**src/upc_defs.vh**
```
`ifndef UPC_DEFS_VH
`define UPC_DEFS_VH
// timing figures in ns
`define UPC_CLK_NS 40
`define UPC_SETUP_NS 2000
`define UPC_HOLD_NS 2000
`define UPC_FAST_PW_NS 100000
`define UPC_INTER_PW_NS 1000000
`define UPC_OVER_PW_NS 2000000
`define UPC_DV_NS 250
`define UPC_ACC_NS 150
// cycle counts: least times round up
`define UPC_CYC_UP(ns) (((ns) + `UPC_CLK_NS - 1) / `UPC_CLK_NS)
`define UPC_FAST_MAX_PULSES 8'h19
`define UPC_INTER_MAX_PULSES 8'h19
`define UPC_ERASED_BYTE 8'hff
// command codes
`define UPC_CMD_READ 3'h0
`define UPC_CMD_PROG_FAST 3'h1
`define UPC_CMD_PROG_INTER 3'h2
`define UPC_CMD_IDENT 3'h3
`define UPC_CMD_VERIFY 3'h4
// supply select codes
`define UPC_VCC_NOM 2'h0
`define UPC_VCC_INTER 2'h1
`define UPC_VCC_FAST 2'h2
`endif

```
**src/upc_ctrl.v**
```verilog
`timescale 1ns/1ps
`include "upc_defs.vh"
module upc_ctrl #(
  parameter AW = 16,
  parameter SETUP_CYC = `UPC_CYC_UP(`UPC_SETUP_NS),
  parameter HOLD_CYC = `UPC_CYC_UP(`UPC_HOLD_NS),
  parameter FAST_PW_CYC = `UPC_CYC_UP(`UPC_FAST_PW_NS),
  parameter INTER_PW_CYC = `UPC_CYC_UP(`UPC_INTER_PW_NS),
  parameter OVER_PW_CYC = `UPC_CYC_UP(`UPC_OVER_PW_NS),
  parameter DV_CYC = `UPC_CYC_UP(`UPC_DV_NS),
  parameter ACC_CYC = `UPC_CYC_UP(`UPC_ACC_NS)
) (
  input wire mclk_in,
  input wire arst_n_in,
  input wire cmd_valid_in,
  input wire [2:0] cmd_in,
  input wire [AW-1:0] cmd_addr_in,
  input wire [7:0] cmd_data_in,
  output wire cmd_ready_out,
  output reg done_out,
  output reg fail_out,
  output reg [7:0] rd_data_out,
  output reg [5:0] pulses_out,
  output reg [AW-1:0] mem_addr_out,
  output reg mem_select_n_out,
  output reg mem_gate_n_out,
  output reg prog_hv_out,
  output reg id_hv_out,
  output reg [1:0] vcc_sel_out,
  input wire [7:0] mem_dq_in,
  output reg [7:0] mem_dq_out,
  output reg mem_dq_oe_out
);
  localparam S_IDLE = 4'h0;
  localparam S_SETUP = 4'h1;
  localparam S_PULSE = 4'h2;
  localparam S_HOLD = 4'h3;
  localparam S_VSEL = 4'h4;
  localparam S_VWAIT = 4'h5;
  localparam S_RGATE = 4'h6;
  localparam S_RWAIT = 4'h7;
  localparam S_OVER = 4'h8;
  localparam S_REC = 4'h9;
  localparam CW = 21;
  reg [3:0] state;
  reg [2:0] cmd;
  reg [7:0] wdata;
  reg [CW-1:0] cnt;
  reg [7:0] dq_s1;
  reg [7:0] dq_s2;
  reg [7:0] dq_s3;
  reg [7:0] dq_agreed;
  wire [7:0] max_pulses;
  assign cmd_ready_out = (state == S_IDLE);
  assign max_pulses = (cmd == `UPC_CMD_PROG_FAST) ? `UPC_FAST_MAX_PULSES : `UPC_INTER_MAX_PULSES;
  function [CW-1:0] cyc;
    input integer n;
    begin
      cyc = n[CW-1:0] - {{(CW-1){1'b0}}, 1'b1};
    end
  endfunction
  function is_prog;
    input [2:0] c;
    begin
      is_prog = (c == `UPC_CMD_PROG_FAST) || (c == `UPC_CMD_PROG_INTER);
    end
  endfunction
  // three-stage input sync; bytes count once last two stages agree
  always @(posedge mclk_in or negedge arst_n_in) begin
    if (!arst_n_in) begin
      dq_s1 <= 8'h00;
      dq_s2 <= 8'h00;
      dq_s3 <= 8'h00;
      dq_agreed <= 8'h00;
    end else begin
      dq_s1 <= mem_dq_in;
      dq_s2 <= dq_s1;
      dq_s3 <= dq_s2;
      // a byte still settling keeps the last agreed value
      if (dq_s2 == dq_s3) dq_agreed <= dq_s3;
    end
  end
  always @(posedge mclk_in or negedge arst_n_in) begin
    if (!arst_n_in) begin
      state <= S_IDLE;
      cmd <= 3'h0;
      wdata <= 8'h00;
      cnt <= {CW{1'b0}};
      done_out <= 1'b0;
      fail_out <= 1'b0;
      rd_data_out <= 8'h00;
      pulses_out <= 6'h00;
      mem_addr_out <= {AW{1'b0}};
      mem_select_n_out <= 1'b1;
      mem_gate_n_out <= 1'b1;
      prog_hv_out <= 1'b0;
      id_hv_out <= 1'b0;
      vcc_sel_out <= `UPC_VCC_NOM;
      mem_dq_out <= 8'h00;
      mem_dq_oe_out <= 1'b0;
    end else begin
      done_out <= 1'b0;
      if (cnt != {CW{1'b0}}) cnt <= cnt - {{(CW-1){1'b0}}, 1'b1};
      case (state)
        S_IDLE: begin
          mem_select_n_out <= 1'b1;
          mem_gate_n_out <= 1'b1;
          if (cmd_valid_in) begin
            cmd <= cmd_in;
            wdata <= cmd_data_in;
            pulses_out <= 6'h00;
            fail_out <= 1'b0;
            cnt <= cyc(SETUP_CYC);
            if (cmd_in == `UPC_CMD_IDENT) begin
              // other address lines low, byte select from request
              mem_addr_out <= {{(AW-1){1'b0}}, cmd_addr_in[0]};
              id_hv_out <= 1'b1;
              state <= S_VSEL;
            end else if (is_prog(cmd_in)) begin
              mem_addr_out <= cmd_addr_in;
              mem_dq_out <= cmd_data_in;
              mem_dq_oe_out <= 1'b1;
              prog_hv_out <= 1'b1;
              vcc_sel_out <= (cmd_in == `UPC_CMD_PROG_FAST) ? `UPC_VCC_FAST : `UPC_VCC_INTER;
              state <= S_SETUP;
            end else begin
              mem_addr_out <= cmd_addr_in;
              vcc_sel_out <= `UPC_VCC_NOM;
              state <= S_VSEL;
            end
          end
        end
        // address, data, supplies settle before the select pulse
        S_SETUP: if (cnt == {CW{1'b0}}) begin
          mem_select_n_out <= 1'b0;
          pulses_out <= pulses_out + 6'h01;
          cnt <= cyc(cmd == `UPC_CMD_PROG_FAST ? FAST_PW_CYC : INTER_PW_CYC);
          state <= S_PULSE;
        end
        S_PULSE: if (cnt == {CW{1'b0}}) begin
          mem_select_n_out <= 1'b1;
          cnt <= cyc(HOLD_CYC);
          state <= S_HOLD;
        end
        // data hold, then release bus and drop programming voltage
        S_HOLD: if (cnt == {CW{1'b0}}) begin
          mem_dq_oe_out <= 1'b0;
          prog_hv_out <= 1'b0;
          cnt <= cyc(HOLD_CYC);
          state <= S_VSEL;
        end
        // gate low must follow the recovery time after high voltage drops
        S_VSEL: if (cnt == {CW{1'b0}}) begin
          mem_select_n_out <= 1'b0;
          mem_gate_n_out <= 1'b0;
          cnt <= cyc((cmd == `UPC_CMD_READ) ? ACC_CYC : DV_CYC);
          state <= S_VWAIT;
        end
        // extra four cycles cover the synchroniser and its agreement stage
        S_VWAIT: if (cnt == {CW{1'b0}}) begin
          cnt <= cyc(4);
          state <= S_RWAIT;
        end
        S_RWAIT: if (cnt == {CW{1'b0}}) begin
          rd_data_out <= dq_agreed;
          mem_select_n_out <= 1'b1;
          mem_gate_n_out <= 1'b1;
          state <= S_RGATE;
        end
        S_RGATE: begin
          if (is_prog(cmd)) begin
            if (rd_data_out == wdata) begin
              if (cmd == `UPC_CMD_PROG_INTER) begin
                // one overprogram pulse per location
                mem_dq_oe_out <= 1'b1;
                prog_hv_out <= 1'b1;
                cnt <= cyc(SETUP_CYC);
                state <= S_OVER;
              end else begin
                state <= S_REC;
              end
            end else if ({2'b00, pulses_out} >= max_pulses) begin
              fail_out <= 1'b1;
              state <= S_REC;
            end else begin
              mem_dq_oe_out <= 1'b1;
              prog_hv_out <= 1'b1;
              cnt <= cyc(SETUP_CYC);
              state <= S_SETUP;
            end
          end else begin
            if (cmd == `UPC_CMD_IDENT) fail_out <= ~(^rd_data_out);
            state <= S_REC;
          end
        end
        S_OVER: if (cnt == {CW{1'b0}}) begin
          if (mem_select_n_out) begin
            mem_select_n_out <= 1'b0;
            cnt <= cyc(OVER_PW_CYC);
          end else begin
            mem_select_n_out <= 1'b1;
            cnt <= cyc(HOLD_CYC);
            state <= S_REC;
          end
        end
        S_REC: if (cnt == {CW{1'b0}}) begin
          mem_dq_oe_out <= 1'b0;
          prog_hv_out <= 1'b0;
          id_hv_out <= 1'b0;
          vcc_sel_out <= `UPC_VCC_NOM;
          done_out <= 1'b1;
          state <= S_IDLE;
        end
        default: state <= S_IDLE;
      endcase
    end
  end
endmodule // upc_ctrl

```
**config.mk**
```make
export PLATFORM = sky130hd
export DESIGN_NAME = upc_ctrl
export DESIGN_NICKNAME = d
export VERILOG_FILES = /design/src/upc_ctrl.v
export VERILOG_INCLUDE_DIRS = /design/src /design/src/src
export SDC_FILE = /design/constraint.sdc
export NUM_CORES = 1
export LEC_CHECK = 0
export BUFFER_PORTS_ARGS = -buffer_cell sky130_fd_sc_hd__buf_2
export CORE_ASPECT_RATIO = 0.75
export CORE_MARGIN = 2
export CORE_UTILIZATION = 60
export DETAILED_ROUTE_END_ITERATION = 12
export PLACE_DENSITY = 0.84
export SKIP_LAST_GASP = 1
export SLEW_MARGIN = 40
export SYNTH_ARGS = -nofsm -noshare
export SYNTH_HDL_FRONTEND = slang
export SYNTH_SLANG_ARGS = --single-unit
```
**constraint.sdc**
```tcl
create_clock -name mclk_in -period 4.9 [get_ports mclk_in]
set_input_delay 0.245 -clock mclk_in [delete_from_list [all_inputs] [get_ports mclk_in]]
set_output_delay 0.245 -clock mclk_in [all_outputs]
set_load 0.01 [all_outputs]
```
; Word-level counts from Yosys, hierarchy flattened
; Cells that the tools add are included.
[word_totals]
word_cells = 160
input_bits = 38
output_inout_bits = 48
reg_bits = 114
[op_classes]
addsub = 4
bitwise_logic = 2
n_lt_le_gt_ge = 1
reduce_logical = 28
eq_ne = 39
muxes = 67
[op_table]
columns = operator, count
row1 = 21-bit 2-to-1 mux, 11
row2 = 21-bit case mux with 7 select lines, 1
row3 = 4-bit 2-to-1 mux, 13
row4 = 4-bit case mux with 10 select lines, 1
row5 = 16-bit 2-to-1 mux, 2
row6 = 2-bit inequality test (second input constant), 12
row7 = 21-bit logical NOT, 1
row8 = 1-bit 2-to-1 mux, 21
row9 = 21-bit nonzero test, 1
row10 = 21-bit by 1-bit subtractor with 21-bit output (second input constant), 1
row11 = 4-bit by 3-bit equality test with 1-bit output (second input constant), 4
row12 = 8-bit equality test, 2
row13 = 4-bit AND reduction, 4
row14 = 15-bit by 1-bit subtractor with 16-bit output (second input constant), 1
row15 = 15-bit 2-to-1 mux, 1
row16 = 3-bit inequality test (second input constant), 5
row17 = 3-bit by 2-bit equality test with 1-bit output (second input constant), 4
row18 = 2-bit 2-to-1 mux, 6
row19 = 6-bit 2-to-1 mux, 2
row20 = 6-bit case mux with 2 select lines, 1
row21 = 2-bit by 1-bit inequality test with 1-bit output (second input constant), 5
row22 = 10-bit AND reduction, 1
row23 = 4-bit by 2-bit equality test with 1-bit output (second input constant), 2
row24 = 4-bit equality test (second input constant), 2
row25 = 23 further kinds, 37

; Depth between registers and ports, before layout
[depth]
depth_word = 6
mapped_depth = 10
ltp_nobuf = 10

; Least setup slack after synthesis
; No wires, ideal clock.
[synth_timing]
kind = register to register
from = register cnt[1]
to = register cnt[0]
period_less_slack_ps = 2552
t_arrival_ps = 2462
required_time_ps = 4810
n_path_buf = 0
path_slack_ps = 2348
setup_time_ps = 90
path_stages_with_launch = 11
path_cell_list = dfrtp_1 inv_1 ha_1 or3b_2 nor4_4 inv_2 ha_1 nor3_1 a2111oi_0 a21oi_1 o2111ai_1
[synth_via]
elab_chain_cells = 6
elab_cells_between_ends = 14
classes_between = mux: 12 / reduce/logical: 2
[synth_rtl]
columns = item, line_no
row1 = start: declaration, upc_ctrl.v:48  ; reg [CW-1:0] cnt;
row2 = start signal: assignment, upc_ctrl.v:88  ; cnt <= {CW{1'b0}};
row3 = start signal: assignment, upc_ctrl.v:103  ; if (cnt != {CW{1'b0}}) cnt <= cnt - {{(CW-1){1'b0}}, 1'b1};
row4 = start signal: assignment, upc_ctrl.v:113  ; cnt <= cyc(SETUP_CYC);
row5 = 21-bit nonzero test, upc_ctrl.v:103
row6 = 21-bit 2-to-1 mux, upc_ctrl.v:103
row7 = "21-bit 2-to-1 mux, on equally long branches", "upc_ctrl.v:182, upc_ctrl.v:173"
row8 = 21-bit 2-to-1 mux, upc_ctrl.v:172  ; if (rd_data_out == wdata) begin
row9 = 21-bit 2-to-1 mux, upc_ctrl.v:171  ; if (is_prog(cmd)) begin
row10 = 21-bit case mux with 7 select lines (*), upc_ctrl.v:104  ; case (state)
; Mark *: on every way between the ends. The rest lies on a longest branch, timed or not.
; A chain may end at the register's enable or synchronous reset.

; Worst setup path after layout
[layout_timing]
from = register cnt[0]
to = register cnt[0]
[layout_via]
elab_chain_cells = 6
elab_cells_between_ends = 15
classes_between = add/sub: 1 / mux: 12 / reduce/logical: 2
[layout_rtl]
columns = item, line_no
row1 = 21-bit by 1-bit subtractor with 21-bit output or 21-bit nonzero test (tied branches), upc_ctrl.v:103
row2 = 21-bit 2-to-1 mux, upc_ctrl.v:103
row3 = "21-bit 2-to-1 mux, on equally long branches", "upc_ctrl.v:182, upc_ctrl.v:173"
row4 = 21-bit 2-to-1 mux, upc_ctrl.v:172
row5 = 21-bit 2-to-1 mux, upc_ctrl.v:171
row6 = 21-bit case mux with 7 select lines (*), upc_ctrl.v:104
; Marked as above.

==> impl_metrics.yaml <==
outcome:
  outcome: "finished clean"
yosys:
  synth_top_family_by_area: "simple AND/OR/NAND/NOR gates"
  syn_avg_cell_area_um2: 10.1
  synth_nets: 598
  synthCells: 555
  yosysTopAreaCell: "dfrtp_1"
  syn_area_mm2: 0.00558
  ys.flop_type: "dfrtp_1"
  synth_top_area_share: 0.502
  yosysMostFrequentCell: "dfrtp_1"
  synth_edf_count: 0
  synth_simple_gate_area_frac: 0.218
  synth_common_cells: "112 x dfrtp_1, 92 x nand2_1, 48 x nor2_1"
  synth_compound_area_frac: 0.106
  ys_seq_area_frac: 0.512
  synth.distinct_cells: 73
  synth-async-reset-ratio: 1.00
  ys_ff_latch: 114
  synthAdderAreaFrac: 0.0112
  synthTopCellsByArea: "dfrtp_1 50%, nand2_1 6.2%, mux2_2 5.0%, xor2_1 4.1%, xnor2_1 3.3%"
  yosys_warnings: 0
  synth_xor_area_frac: 0.0738
  muxShareOfSynthArea: 0.0559
power_and_ir_drop:
  finalPower_uw: 2180
  p_per_area_mw_per_mm2: 323
  p_leak_uw: 0.00327
  peakVddDrop_uv: 226
worst_setup_path:
  worst-setup-path-type: "reg2reg"
  cp_max_fo: 7
  cp.required_ns: 5.22
  critPathCaptureType: "flip-flop"
  setup.worst_path.start: "cnt[0]"
  r2r-start: "cnt[0]"
  cp-start-kind: "flip-flop"
  arrival_ns: 3.28
sta:
  tightestPinTransition_ns: 0.815
  final_hold_viol_count: 0
  skew_ns: 0.00770
  finalCriticalPeriod_ns: 2.95
  fmax_mhz: 338
  setup-tns-final_ns: 0
  grt_setup_unrepaired: "no"
  setup_ws_ns: 1.95
  setup_viol: 0
  max-slew-margin-rel: 0.457
  finalCritPeriodShare: 0.603
  slew_violations: 0
route:
  first_pass_iters: 5
  drc: 0
  antenna_left: 0
  drt-vias-per-instance: 6.04
  vias: 4778
  wl_mm: 14.6
  wl_per_cell_um: 18.5
  first_iter_violations: 539
floorplanning:
  core_mm2: 0.00905
  fp.dieW_um: 115
  rows: 30
  ios: 86
  die_y_um: 87.5
  start_util: 0.617
  die_area_mm2: 0.0101
clock_network:
  clock_sinks: 114
  post_cts_resized: 0
  cts.path.max_buffers: 2
  root_buffer: "clkbuf_16"
  htreeDepth: 4
  cts_tree: "done"
  cts_buffers: 17
  clock_latency_ns: 0.42
  path_clk_slew_ns: 0.06
global_route:
  grt_max_degree: 74
  grtUsageMet3: 0.0960
  globalRouteMet1Util: 0.429
  track_usage: 0.306
  antenna_found_initial: 0
  grtUsageMet2: 0.462
  top_usage_layer: "met2"
  grt_pass1_wl_mm: 23.5
  grt_overflow_total: 0
  grt_pass1_vias: 4653
placement:
  placed_area_mm2: 0.00611
  hpwl_mm: 9.67
  portBuffers: 85
  pre_cts_ws_ns: 2.00
  gp_congestion: 0.996
final_layout:
  finalInstanceArea_mm2: 0.00676
  area_growth_pct: 21.2
  antenna_cells: 0
  num-nets-final: 693
  layout-drive-gt1-share: 0.261
min_path:
  hp-start: "cmd_addr_in[0]"
  hold_path.class: "in2reg"
flow_run:
  cap_viol_max_count: 0
==> worst max-delay path, stage by stage, from the launching register on <==
cell       delay [ns]
dfrtp_1          0.41
inv_1            0.08
ha_1             0.22
or3b_2           0.56
nor4_4           0.37
inv_2            0.16
ha_1             0.33
nor3_1           0.04
a2111oi_0        0.40
a21oi_1          0.08
o2111ai_1        0.21
==> per-layer routing <==
| layer | up-vias | share of wire |
|---|---|---|
| met1 | 2338 | 0.44 |
| met5 | - | 0 |
| met2 | 266 | 0.46 |
| met3 | 21 | 0.095 |
| met4 | 0 | 0.012 |
| li1 | 2153 | - |
==> where the power goes <==
group	switching, µW	internal (µW)
Clock	465	678
Combinational	35.6	27.8
Sequential	11.6	962
==> final cells by class <==
cell class / instances / area [µm²]
Sequential cell: 114 / 2860
Multi-Input combinational cell: 409 / 2600
Fill cell: 577 / 2280
Timing Repair Buffer: 98 / 552
Clock buffer: 19 / 453
Tap cell: 128 / 160
Clock inverter: 13 / 101
Inverter: 10 / 37.5
==> flip-flops by register name (all words and copies together) (netlist names) <==
signal	flops
cmd	3
cnt	21
done_out	1
dq_agreed	8
dq_s1	8
dq_s2	8
dq_s3	8
fail_out	1
id_hv_out	1
mem_addr_out	16
mem_dq_oe_out	1
mem_dq_out	8
mem_gate_n_out	1
mem_select_n_out	1
pulses_out	6
rd_data_out	8
state	4
vcc_sel_out	2
wdata	8
==> cell families after synthesis <==
| family | after synthesis |
|---|---|
| multiplexers | 28 |
| flip-flops | 114 |
| AND/OR/NAND/NOR | 245 |
| AO/OA/AOI/OAI | 84 |
| adder cells (fa/ha/maj) | 5 |
| buffers and inverters | 32 |
| XOR/XNOR | 47 |
==> through the flow <==
| step | std cells | util | hold slack (ns) |
|---|---|---|---|
| detailed placement | 750 | 0.676 | 0.287 |
| global route | 791 | 0.747 | 0.0435 |
| floorplan | 555 | - | -0.0506 |
| global placement | 750 | 0.675 | 0.331 |
| CTS | 791 | 0.747 | 0.0259 |
| finish | 791 | 0.747 | 0.0272 |
==> layout by cell type (no fill, tap or decap), types with 3 or more instances in the layout <==
master           n
nand2_1         92
ha_1             5
dfrtp_1        110
xnor2_1         21
clkinv_4         5
clkbuf_16       17
and3_1           3
nand3_1         26
and2_1           3
nor3b_1          5
a31oi_1          3
nor4_1           8
clkinv_2         3
nor2_1          48
mux2_2          25
o211ai_1         3
inv_1            8
buf_2           84
dlygate4sd3_1    9
nand4_1          5
nor3_1          22
o22ai_1          7
a21oi_1         12
nand2b_1         3
xor2_1          26
nor2b_1          7
inv_6            4
o21ai_0         23
buf_4            4
a22oi_1          3
mux2i_1          3
==> final timing paths <==
path | cells after the start | slack, ns | end
setup / recovery | 10 | 1.95 | cnt[0]
hold / removal | 3 | 0.03 | mem_addr_out[0]
setup reg to reg | 10 | 1.95 | cnt[0]
hold reg to reg | 0 | 0.35 | dq_s2[5]
max in group asynchronous | 3 | 3.48 | state[2]
min in group asynchronous | 2 | 0.40 | cnt[9]
==> what timing repair did <==
action	4_1_cts	5_1_grt
hold buffers	9	0
hold endpoints to repair	80	0
buffers inserted	0	0
(Power assumes the default switching activity.)
